<file path="src/tm8_consts.svh">
// Constants of the 8-bit waveform timer: offsets, fields, levels, codes
// Function
// - Mode 0 only counts up and wraps 0xFF to 0x00, never cleared.
// - Normal mode sets overflow flag as counter becomes zero; never clears.
// - Mode 2 clears counter on match with compare A; A is top.
// - Clear-on-match compare A unbuffered; value below count waits for wrap.
// - Clear-on-match with action 1 toggles output A on every match.
// - Clear-on-match sets overflow flag when counter passes maximum to 0x00.
// - Modes 3 and 7 are fast PWM; top 0xFF or compare A.
// - Fast PWM counts up to top, then clears on next timer tick.
// - Fast PWM action 2 clears on match, sets at wrap; 3 inverts.
// - Fast PWM sets overflow flag each time counter reaches top.
// - Fast PWM compare zero: one-tick spike; maximum: constant level.
// - Fast PWM action 1 toggles on match; compare stays double buffered.
// - Modes 1 and 5 are phase-correct PWM; top 0xFF or compare A.
// - Phase-correct reverses at top and holds top one timer tick.
// - Phase-correct action 2 clears on up match, sets on down; 3 inverts.
// - Phase-correct sets overflow flag each time counter reaches zero.
// - Phase-correct non-inverted: compare zero stays low, maximum high.
// - Phase-correct output takes up-match level at zero after missed match.
// - Output action fields never change the counting sequence.
// - Non-PWM modes set, clear or toggle output on compare match.
// - Timer tick divides clock by 1, 8, 32, 64, 128, 256, 1024.
// - Compare output reaches pin only when pin direction is output.
// - PWM modes buffer compare values; other modes write them directly.
// - Counter equal to compare sets compare flag on next timer tick.
// - Clock select zero stops counter; software count write wins.
`ifndef TM8_CONSTS_SVH
`define TM8_CONSTS_SVH

`define TM8_ADDR_W 3
`define TM8_REG_CTRL 3'h0
`define TM8_REG_ACTION 3'h1
`define TM8_REG_COUNT 3'h2
`define TM8_REG_CMPA 3'h3
`define TM8_REG_CMPB 3'h4
`define TM8_REG_FLAGS 3'h5
`define TM8_REG_PINDIR 3'h6
`define TM8_REG_STATUS 3'h7

`define TM8_CTRL_MODE_LSB 0
`define TM8_CTRL_CS_LSB 3
`define TM8_ACTION_A_LSB 0
`define TM8_ACTION_B_LSB 2
`define TM8_FLAG_OVF 0
`define TM8_FLAG_CFA 1
`define TM8_FLAG_CFB 2
`define TM8_PIN_A 0
`define TM8_PIN_B 1

`define TM8_MAX 8'hFF
`define TM8_BOTTOM 8'h00
`define TM8_PRE_W 10

`define TM8_ACT_NONE 2'h0
`define TM8_ACT_TOGGLE 2'h1
`define TM8_ACT_CLEAR 2'h2
`define TM8_ACT_SET 2'h3

`define TM8_DIV1_MASK 10'h000
`define TM8_DIV8_MASK 10'h007
`define TM8_DIV32_MASK 10'h01F
`define TM8_DIV64_MASK 10'h03F
`define TM8_DIV128_MASK 10'h07F
`define TM8_DIV256_MASK 10'h0FF
`define TM8_DIV1024_MASK 10'h3FF

`endif

</file>
<file path="src/tm8_pkg.sv">
// Types of the 8-bit waveform timer
`include "tm8_consts.svh"
package tm8_pkg;

  typedef enum logic [2:0] {
    TM8_NORMAL = 3'h0,
    TM8_PC_FF = 3'h1,
    TM8_CTC = 3'h2,
    TM8_FAST_FF = 3'h3,
    TM8_RSV4 = 3'h4,
    TM8_PC_CMPA = 3'h5,
    TM8_RSV6 = 3'h6,
    TM8_FAST_CMPA = 3'h7
  } tm8_wgm_t;

  typedef enum logic {
    TM8_UP = 1'b0,
    TM8_DOWN = 1'b1
  } tm8_dir_t;

  typedef struct packed {
    logic [7:0] counter_value;
    logic [7:0] cmp_a_buf;
    logic [7:0] cmp_b_buf;
    logic [7:0] cmp_a_act;
    logic [7:0] cmp_b_act;
    tm8_wgm_t waveform_mode_select;
    logic [2:0] clock_select;
    logic [1:0] compare_output_action_a;
    logic [1:0] compare_output_action_b;
    logic [2:0] flags;
    logic [1:0] pin_dir;
    logic oc_a;
    logic oc_b;
    tm8_dir_t dir;
    logic block;
    logic sym_a;
    logic sym_b;
    logic [`TM8_PRE_W-1:0] pre;
    logic [7:0] rdata;
  } tm8_state_t;

endpackage

</file>
<file path="src/tm8_timer.sv">
// 8-bit timer/counter with two compare channels and waveform modes
//
// Decided for this implementation: the register addresses and the strobed register port.
`timescale 1ns/1ns
`include "tm8_consts.svh"
module tm8_timer
  import tm8_pkg::*;
(
  // Clock and reset
  input wire logic clock_i,
  input wire logic reset_i,
  // Register port
  input wire logic [`TM8_ADDR_W-1:0] addr_i,
  input wire logic [7:0] wdata_i,
  input wire logic we_i,
  input wire logic re_i,
  output logic [7:0] rdata_o,
  // Compare output pins
  output logic compare_output_a_o,
  output logic compare_output_a_oe_o,
  output logic compare_output_b_o,
  output logic compare_output_b_oe_o,
  // Flag levels
  output logic overflow_flag_o,
  output logic compare_flag_a_o,
  output logic compare_flag_b_o
);

  tm8_state_t s;
  tm8_state_t next_s;

  logic tick;
  logic cnt_wr;
  logic is_fast;
  logic is_pc;
  logic is_plain;
  logic [7:0] top;
  logic [7:0] cmp_a;
  logic [7:0] cmp_b;
  logic match_a;
  logic match_b;
  logic at_top;
  logic at_bottom;
  logic dn_match;
  logic [`TM8_PRE_W-1:0] pre_mask;

  // Next compare output level for one channel on a timer tick
  function automatic logic oc_next(
    input tm8_wgm_t m,
    input logic [1:0] act,
    input logic oc,
    input logic match,
    input logic wrap,
    input logic down_match,
    input logic fix
  );
    logic r;
    r = oc;
    case (m)
      TM8_NORMAL, TM8_CTC: begin
        if (match) begin
          case (act)
            `TM8_ACT_TOGGLE: r = ~oc;
            `TM8_ACT_CLEAR: r = 1'b0;
            `TM8_ACT_SET: r = 1'b1;
            default: r = oc;
          endcase
        end
      end
      TM8_FAST_FF, TM8_FAST_CMPA: begin
        case (act)
          `TM8_ACT_TOGGLE: begin
            if (match) r = ~oc;
          end
          `TM8_ACT_CLEAR: begin
            if (match) r = 1'b0;
            // Wrap after match so compare at top stays high
            if (wrap) r = 1'b1;
          end
          `TM8_ACT_SET: begin
            if (match) r = 1'b1;
            if (wrap) r = 1'b0;
          end
          default: r = oc;
        endcase
      end
      TM8_PC_FF, TM8_PC_CMPA: begin
        case (act)
          `TM8_ACT_TOGGLE: begin
            if (match) r = ~oc;
          end
          `TM8_ACT_CLEAR: begin
            // Match at top counts as down, at zero as up
            if (match) r = down_match;
            if (fix) r = 1'b0;
          end
          `TM8_ACT_SET: begin
            if (match) r = ~down_match;
            if (fix) r = 1'b1;
          end
          default: r = oc;
        endcase
      end
      default: r = oc;
    endcase
    return r;
  endfunction

  // Prescaler mask per clock select
  always_comb begin
    case (s.clock_select)
      3'h1: pre_mask = `TM8_DIV1_MASK;
      3'h2: pre_mask = `TM8_DIV8_MASK;
      3'h3: pre_mask = `TM8_DIV32_MASK;
      3'h4: pre_mask = `TM8_DIV64_MASK;
      3'h5: pre_mask = `TM8_DIV128_MASK;
      3'h6: pre_mask = `TM8_DIV256_MASK;
      3'h7: pre_mask = `TM8_DIV1024_MASK;
      default: pre_mask = `TM8_DIV1_MASK;
    endcase
  end

  // Clock select zero gives no tick at all
  assign tick = (s.clock_select != 3'h0) &&
                ((s.pre & pre_mask) == `TM8_DIV1_MASK);
  assign cnt_wr = we_i && (addr_i == `TM8_REG_COUNT);

  // Counting depends on mode only, never on the action fields
  assign is_fast = (s.waveform_mode_select == TM8_FAST_FF) ||
                   (s.waveform_mode_select == TM8_FAST_CMPA);
  assign is_pc = (s.waveform_mode_select == TM8_PC_FF) ||
                 (s.waveform_mode_select == TM8_PC_CMPA);
  assign is_plain = (s.waveform_mode_select == TM8_NORMAL) ||
                    (s.waveform_mode_select == TM8_CTC);
  assign top = ((s.waveform_mode_select == TM8_FAST_CMPA) ||
                (s.waveform_mode_select == TM8_PC_CMPA)) ?
               s.cmp_a_act : `TM8_MAX;

  // Non-PWM modes compare against the written value directly
  assign cmp_a = is_plain ? s.cmp_a_buf : s.cmp_a_act;
  assign cmp_b = is_plain ? s.cmp_b_buf : s.cmp_b_act;

  // A count write masks the matches of the following tick
  assign match_a = (s.counter_value == cmp_a) && !s.block;
  assign match_b = (s.counter_value == cmp_b) && !s.block;
  assign at_top = (s.counter_value == top);
  assign at_bottom = (s.counter_value == `TM8_BOTTOM);
  assign dn_match = !at_bottom && ((s.dir == TM8_DOWN) || at_top);

  always_comb begin
    next_s = s;
    // Write one clears, ahead of the tick so a same-cycle set wins
    if (we_i && (addr_i == `TM8_REG_FLAGS)) begin
      next_s.flags = s.flags & ~wdata_i[2:0];
    end
    next_s.rdata = 8'h00;
    if (s.clock_select == 3'h0) begin
      next_s.pre = '0;
    end else begin
      next_s.pre = s.pre + 1'b1;
    end

    if (tick) begin
      next_s.block = 1'b0;
      if (match_a) next_s.flags[`TM8_FLAG_CFA] = 1'b1;
      if (match_b) next_s.flags[`TM8_FLAG_CFB] = 1'b1;
      next_s.oc_a = oc_next(s.waveform_mode_select,
                            s.compare_output_action_a, s.oc_a, match_a,
                            is_fast && at_top, dn_match,
                            is_pc && (s.dir == TM8_DOWN) && at_bottom &&
                            s.sym_a);
      next_s.oc_b = oc_next(s.waveform_mode_select,
                            s.compare_output_action_b, s.oc_b, match_b,
                            is_fast && at_top, dn_match,
                            is_pc && (s.dir == TM8_DOWN) && at_bottom &&
                            s.sym_b);
      case (s.waveform_mode_select)
        TM8_NORMAL: begin
          next_s.counter_value = s.counter_value + 8'h01;
          if (s.counter_value == `TM8_MAX) begin
            next_s.flags[`TM8_FLAG_OVF] = 1'b1;
          end
        end
        TM8_CTC: begin
          if (match_a) begin
            next_s.counter_value = `TM8_BOTTOM;
          end else begin
            // Missed top runs on through 0xFF
            next_s.counter_value = s.counter_value + 8'h01;
          end
          if (s.counter_value == `TM8_MAX) begin
            next_s.flags[`TM8_FLAG_OVF] = 1'b1;
          end
        end
        TM8_FAST_FF, TM8_FAST_CMPA: begin
          if (at_top) begin
            next_s.counter_value = `TM8_BOTTOM;
            next_s.flags[`TM8_FLAG_OVF] = 1'b1;
            next_s.cmp_a_act = s.cmp_a_buf;
            next_s.cmp_b_act = s.cmp_b_buf;
          end else begin
            next_s.counter_value = s.counter_value + 8'h01;
          end
        end
        TM8_PC_FF, TM8_PC_CMPA: begin
          if (s.dir == TM8_UP) begin
            if (at_top) begin
              // Reverse here; top is seen for this one tick only
              next_s.dir = TM8_DOWN;
              next_s.counter_value = at_bottom ? `TM8_BOTTOM :
                                     s.counter_value - 8'h01;
              next_s.cmp_a_act = s.cmp_a_buf;
              next_s.cmp_b_act = s.cmp_b_buf;
              // Leaving maximum needs a fix at zero
              if (s.cmp_a_act == `TM8_MAX && s.cmp_a_buf != `TM8_MAX) begin
                next_s.sym_a = 1'b1;
              end
              if (s.cmp_b_act == `TM8_MAX && s.cmp_b_buf != `TM8_MAX) begin
                next_s.sym_b = 1'b1;
              end
            end else begin
              next_s.counter_value = s.counter_value + 8'h01;
            end
          end else begin
            if (at_bottom) begin
              next_s.dir = TM8_UP;
              next_s.counter_value = s.counter_value + 8'h01;
              next_s.flags[`TM8_FLAG_OVF] = 1'b1;
              next_s.sym_a = 1'b0;
              next_s.sym_b = 1'b0;
            end else begin
              next_s.counter_value = s.counter_value - 8'h01;
            end
          end
        end
        default: begin
          // Reserved selections keep the counter still
          next_s.counter_value = s.counter_value;
        end
      endcase
    end

    // Software access; count write beats any tick update
    if (we_i) begin
      case (addr_i)
        `TM8_REG_CTRL: begin
          next_s.waveform_mode_select =
            tm8_wgm_t'(wdata_i[`TM8_CTRL_MODE_LSB +: 3]);
          next_s.clock_select = wdata_i[`TM8_CTRL_CS_LSB +: 3];
        end
        `TM8_REG_ACTION: begin
          next_s.compare_output_action_a = wdata_i[`TM8_ACTION_A_LSB +: 2];
          next_s.compare_output_action_b = wdata_i[`TM8_ACTION_B_LSB +: 2];
        end
        `TM8_REG_COUNT: begin
          next_s.counter_value = wdata_i;
          next_s.block = 1'b1;
          // Started above compare: up match will be missed
          if (is_pc && wdata_i > s.cmp_a_act) next_s.sym_a = 1'b1;
          if (is_pc && wdata_i > s.cmp_b_act) next_s.sym_b = 1'b1;
        end
        `TM8_REG_CMPA: begin
          next_s.cmp_a_buf = wdata_i;
          if (is_plain) next_s.cmp_a_act = wdata_i;
        end
        `TM8_REG_CMPB: begin
          next_s.cmp_b_buf = wdata_i;
          if (is_plain) next_s.cmp_b_act = wdata_i;
        end
        `TM8_REG_FLAGS: begin
          // Already cleared before the tick logic
        end
        `TM8_REG_PINDIR: begin
          next_s.pin_dir = wdata_i[1:0];
        end
        default: begin
          next_s.pin_dir = s.pin_dir;
        end
      endcase
    end

    if (re_i) begin
      case (addr_i)
        `TM8_REG_CTRL: next_s.rdata = {2'h0, s.clock_select,
                                       s.waveform_mode_select};
        `TM8_REG_ACTION: next_s.rdata = {4'h0, s.compare_output_action_b,
                                         s.compare_output_action_a};
        `TM8_REG_COUNT: next_s.rdata = s.counter_value;
        `TM8_REG_CMPA: next_s.rdata = s.cmp_a_buf;
        `TM8_REG_CMPB: next_s.rdata = s.cmp_b_buf;
        `TM8_REG_FLAGS: next_s.rdata = {5'h00, s.flags};
        `TM8_REG_PINDIR: next_s.rdata = {6'h00, s.pin_dir};
        `TM8_REG_STATUS: next_s.rdata = {5'h00, s.dir, s.oc_b, s.oc_a};
        default: next_s.rdata = 8'h00;
      endcase
    end
  end

  always_ff @(posedge clock_i) begin
    if (reset_i) begin
      s <= '0;
    end else begin
      s <= next_s;
    end
  end

  assign rdata_o = s.rdata;
  assign compare_output_a_o = s.oc_a;
  assign compare_output_b_o = s.oc_b;
  // Pin shows the level only when directed out and overridden
  assign compare_output_a_oe_o = s.pin_dir[`TM8_PIN_A] &&
                                 (s.compare_output_action_a != `TM8_ACT_NONE);
  assign compare_output_b_oe_o = s.pin_dir[`TM8_PIN_B] &&
                                 (s.compare_output_action_b != `TM8_ACT_NONE);
  assign overflow_flag_o = s.flags[`TM8_FLAG_OVF];
  assign compare_flag_a_o = s.flags[`TM8_FLAG_CFA];
  assign compare_flag_b_o = s.flags[`TM8_FLAG_CFB];
endmodule

</file>
<file path="config.mk">
export PLATFORM = sky130hd
export DESIGN_NAME = tm8_timer
export DESIGN_NICKNAME = d
export VERILOG_FILES = /design/src/tm8_pkg.sv /design/src/tm8_timer.sv
export VERILOG_INCLUDE_DIRS = /design/src
export SDC_FILE = /design/constraint.sdc
export NUM_CORES = 1
export LEC_CHECK = 0
export ABC_AREA = 1
export CORE_MARGIN = 2
export CORE_UTILIZATION = 45
export DETAILED_ROUTE_END_ITERATION = 10
export DONT_BUFFER_PORTS = 1
export HOLD_SLACK_MARGIN = 0.02
export PLACE_DENSITY = 0.65
export SKIP_LAST_GASP = 1
export SYNTH_ARGS = -nofsm -noshare
export SYNTH_HDL_FRONTEND = slang
export SYNTH_SLANG_ARGS = --single-unit
export TNS_END_PERCENT = 5
</file>
<file path="constraint.sdc">
create_clock -name clock_i -period 3.6 [get_ports clock_i]
set_input_delay 0.72 -clock clock_i [delete_from_list [all_inputs] [get_ports clock_i]]
set_output_delay 0.72 -clock clock_i [all_outputs]
set_load 0.02 [all_outputs]
</file>
# == Word-level counts from Yosys, hierarchy flattened ==
# Cells that the tools add are included.
# op_classes
n_lt_le_gt_ge,2
reduce_logical,45
bitwise,7
n_eq_ne,48
n_addsub,3
mux,78
# op_table
cell,count
8-bit two-way mux,17
8-bit case mux with 8 select lines,1
10-bit case mux with 6 select lines,1
50-bit two-way mux,1
16-bit two-way mux,3
1-bit two-way mux,33
"4-bit != test, second input constant",8
16-bit case mux with 2 select lines,1
8-bit case mux with 4 select lines,1
"3-bit equality test, second input constant",10
1-bit case mux with 3 select lines,9
8-bit equality test,3
"8-bit equality test, second input constant",3
"4-bit by 1-bit != test with 1-bit output, second input constant",6
10-bit AND reduction,2
"3-bit by 2-bit equality test with 1-bit output, second input constant",6
8-bit > comparator,2
1-bit logical AND,16
"8-bit != test, second input constant",2
3-bit two-way mux,5
2-bit AND reduction,6
"10-bit by 1-bit adder with 10-bit output, second input constant",1
10-bit AND,1
10-bit logical NOT,1
other kinds (19),44
# word_totals
out_inout_bits,15
register_bits,79
wordCells,202

# == Longest topological paths before layout ==
# depth
ltp_word,11
mapped_depth,18
depth_no_buf,16

# == Worst setup path after synthesis ==
# OpenSTA, ideal clock, no wires.
# synth_path
path_kind,input to register
from,input addr_i[2]
to,register s[51] (netlist bit)
arrival_time_ns,2.079
setup_slack_ns,1.441
setup_ns,0.079
cell_stages,8
cell_sequence,clkbuf_1 inv_1 nand3_2 nor2_2 inv_1 nor2_1 a21oi_1 a22oi_1
# synth_via
elab_chain_cells,3
# synth_rtl
item,line_no,text
from (decl),tm8_timer.sv:13,"input wire logic [`TM8_ADDR_W-1:0] addr_i,"
3-bit by 2-bit equality test with 1-bit output,tm8_timer.sv:245,case (addr_i)
8-bit two-way mux,tm8_timer.sv:245,
50-bit two-way mux,tm8_timer.sv:244,if (we_i) begin
to (signal assigned),tm8_timer.sv:303,s <= next_s;
to (decl),tm8_timer.sv:29,tm8_state_t s;
# No other way between the ends.
# A chain may end at the register's enable or synchronous reset.

# == Worst setup path after layout ==
# layout_path
from,register s[36] (netlist bit)
to,"register s, in the netlist compare_output_a_o"
# layout_via
elab_chain_cells,11
word_cells_on_any_way,45
# layout_rtl
item,line_no,text
3-bit equality test (on tied branches),-,
1-bit logical OR,tm8_timer.sv:135,assign top = ((s.waveform_mode_select == TM8_FAST_CMPA) ||
8-bit two-way mux (no source line),-,
8-bit equality test,tm8_timer.sv:146,assign at_top = (s.counter_value == top);
1-bit logical OR,tm8_timer.sv:148,assign dn_match = !at_bottom && ((s.dir == TM8_DOWN) || at_top);
1-bit logical AND,tm8_timer.sv:148,
1-bit NOT,tm8_timer.sv:98,if (match) r = ~down_match;
1-bit two-way mux,tm8_timer.sv:98,
1-bit two-way mux,tm8_timer.sv:99,if (fix) r = 1'b1;
1-bit case mux with 3 select lines,tm8_timer.sv:88,case (act)
1-bit case mux with 3 select lines,tm8_timer.sv:59,case (m)
# Several ways; a longest one is shown, not always the timed one. The select of a mux whose other input is x is not followed.

==> impl_metrics.toml <==
[run_status]
run_status = "finished, final reports clean"

[power_and_ir_drop]
switchingPower_uw = 770.1
pwr-share-clk = 0.405
swShare = 0.3361
comb_power_share = 0.181
power.total_uw = 2291
power_density_mw_per_mm2 = 358.5
p_leak_uw = 0.002708
intPower_uw = 1521
seq_power_share = 0.414
peakVddDrop_mv = 0.2527

[clocking]
clk_pin_slew_worst_paths_ps = 70
cts_resized = 0
cts_tree = "built"
cts_root_buffer = "clkbuf_16"
insertion_delay_ps = 360
htreeDepth = 3
cts_inserted_buffers = 9
ctsHoldBuffers = 0
clock_sinks = 79
cts_buffer_depth = 2
post_cts_buffers = 0

[setup_path]
end_kind = "flop"
cp_cell_sequence = "nand2_1, o21ai_0, nand2_1, nand2_1, nor2_4, nand2_4, nand2_2, nand2_1, nand2_1, nand3_1, nand2_1, a21oi_1, nor2_1"
r2r_cells = 13
path_delay_family = "simple AND/OR/NAND/NOR gates"
slowest_stage = "dfxtp_1"
path_class = "flop to flop"
rrSetupSlack_ps = 840
path_common_cell = "nand2_1"
cp-start-kind = "flop"
cp_max_fo = 49
reg2reg_to = "compare_output_a_o$_SDFFE_PP0P_"
arrival_ps = 3010
worst-path-buf-inv = 0
slowest_delay_ps = 840
critical_path_required_ps = 3850
r2r-start = "s[36]$_SDFFE_PP0P_"

[worst_hold_path]
hold_class = "input pin to flop"
hold_path_end = "s[35]$_SDFFE_PP0P_"
worstHoldPathCells = 1
hp-start = "reset_i"

[grt]
grt_use_total = 0.2937
grt_pass1_wl_um = 33190
grt_overflow = 0
grt_pass1_vias = 6128
antenna_found_initial = 0
grt_max_degree = 50

[timing]
period_needed_ps = 2757
skew_ps = 6.237
worstMarginPinSlew_ps = 884.4
setup_tns_ps = 0
finalHoldViolCount = 0
relSlewSlack = 0.4059
finalSetupViolCount = 0
rsz0062_at_grt = "no"
timing.final.crit_share = 0.7659
slew_viol_final = 0
fmax_ghz = 0.3627

[detailed_routing]
routed_wl_um = 20970
wl_per_cell_um = 18.28
postRouteAntennaNets = 0
drt-vias-per-instance = 5.836
drc = 0
firstDrtPassIters = 6
vias = 6694
drtIter0Drc = 779

[logic_synthesis]
synth-seq-cells = 79
syn-num-nets = 1030
synth_edf_count = 0
ys_async_sr_fraction = 0
synth_cell_types = 48
synthFlopType = "dfxtp_1"
synth_area_mm2 = 0.006147
yosys_warnings = 0
syn_avg_cell_area_um2 = 6.172
ys_seq_area_frac = 0.2573
syn_inst = 996
synth_area_leader_cell = "dfxtp_1"
synth_area_leaders = "dfxtp_1, nand2_1, a21oi_1, nand3_1, o21ai_0"
synth_top_cell_area_share = 0.2573

[die]
core_area_mm2 = 0.01330
ios = 30
die_area_mm2 = 0.01461
fp.dieH_um = 120.9
initial_core_util = 0.4624
rows = 42
dieWidth_um = 120.9

[flow_run]
maxCapViolCount = 0

[cells_and_area]
num_antenna_cells = 0
post-route-util = 0.4808
drive_gt1_frac = 0.06385
fin_nets = 1000
syn_to_final_growth_pct = 3.989

[placed_design]
dpl.hpwl_um = 15090
portBuffers = 0
place_congestion = 0.9484
[worst register-to-register path: cells and delay by family, from the launching register on]
kind / cells / cell delay (ps)
AND/OR/NAND/NOR: 11 / 1470
flip-flops: 1 / 840
AO/OA/AOI/OAI: 2 / 350
[through the flow]
| stage | setup slack, ps | instance area (µm²) | cells | hold slack, ps |
|---|---|---|---|---|
| after floorplan | 1441 | 6147 | 996 | 430.3 |
| after global placement | 936.1 | 6101 | 1131 | 446.0 |
| after detailed placement | 888.5 | 6101 | 1131 | 452.9 |
| after CTS | 873.4 | 6392 | 1147 | 418.4 |
| after global routing | 549.4 | 6392 | 1147 | 422.9 |
| final | 842.8 | 6392 | 1147 | 424.0 |
[cell type report]
type | instances | area (µm²)
fillers | 1396 | 6903
multi-input cells | 748 | 3786
clock buffers | 10 | 239.0
repair buffers | 8 | 60.06
flip-flops and latches | 79 | 1582
well taps | 176 | 220.2
clock inverters | 6 | 52.55
inverters | 120 | 452.9
[registers in the layout (all words and copies together) (netlist names)]
register	count
compare_output_b_o	1
rdata_o	8
compare_flag_b_o	1
overflow_flag_o	1
s	66
compare_output_a_o	1
compare_flag_a_o	1
[placed cells by master (no fill, tap or decap), types with 12 or more instances in the layout]
cell	count
ha_1	19
o21ai_0	84
dfxtp_1	79
a21oi_1	102
nand4_1	19
nor2_1	53
o21ai_1	16
nand2_1	261
inv_1	111
nand3_1	87
a22oi_1	12
[power groups by stage]
| stage | registers [µW] | clock network (µW) | logic (µW) |
|---|---|---|---|
| 3_3_place_gp | 967 | 0 | 402 |
| 5_1_grt | 952 | 960 | 462 |
| 6_report | 950 | 928 | 414 |
| 2_1_floorplan | 943 | 0 | 336 |
| 4_1_cts | 947 | 934 | 406 |
| 3_5_place_dp | 967 | 0 | 404 |
[cell usage after synthesis (2+ instances only)]
| cell type | count |
|---|---|
| nand2_1 | 261 |
| inv_1 | 111 |
| a21oi_1 | 102 |
| nand3_1 | 87 |
| o21ai_0 | 84 |
| dfxtp_1 | 79 |
| nor2_1 | 53 |
| ha_1 | 19 |
| nand4_1 | 19 |
| clkbuf_1 | 17 |
| o21ai_1 | 16 |
| a22oi_1 | 12 |
| o211ai_1 | 11 |
| buf_6 | 10 |
| nor3_1 | 10 |
| o22ai_1 | 10 |
| buf_4 | 9 |
| nand2_2 | 9 |
| buf_2 | 8 |
| o21ai_2 | 6 |
| a31oi_1 | 5 |
| nor2_2 | 5 |
| nor3b_1 | 5 |
| o21a_1 | 5 |
| a21oi_2 | 4 |
| clkinv_1 | 4 |
| inv_2 | 4 |
| nor4_1 | 4 |
| nand3_2 | 3 |
| a311oi_1 | 2 |
| buf_1 | 2 |
| buf_8 | 2 |
| nor2_4 | 2 |
| o2111ai_1 | 2 |
[worst max-delay path by stage]
stage,endpoint,depth (start not counted),from,slack [ps]
2_1_floorplan,s[51]$_SDFF_PP0_,8,addr_i[2],1440
3_3_place_gp,compare_output_a_o$_SDFFE_PP0P_,13,s[36]$_SDFFE_PP0P_,940
3_5_place_dp,compare_output_a_o$_SDFFE_PP0P_,13,s[36]$_SDFFE_PP0P_,890
4_1_cts,compare_output_a_o$_SDFFE_PP0P_,13,s[36]$_SDFFE_PP0P_,870
5_1_grt,compare_output_a_o$_SDFFE_PP0P_,13,s[36]$_SDFFE_PP0P_,550
6_report,compare_output_a_o$_SDFFE_PP0P_,13,s[36]$_SDFFE_PP0P_,840
[routing by layer]
layer  GRT usage  vias to the layer above  part of all wire
met5           0                        -                 0
met4      0.1257                        0             0.041
met3     0.05874                       64             0.085
met2      0.4459                      297              0.44
met1      0.4030                     3046              0.44
li1            -                     3287                 -
[kinds of logic (layout without fill, tap and decap cells)]
family,count (synthesis),count (layout),share of synthesized area
adders and majority gates,19,19,0.03867
and+or+nand+nor,463,463,0.3334
xor gates and xnor gates,1,1,0.001425
buffers and inverters,169,144,0.1268
AOI/OAI and AO/OA,265,265,0.2424
DFF,79,79,0.2573
Note: power is estimated with default switching activity, not from simulation.
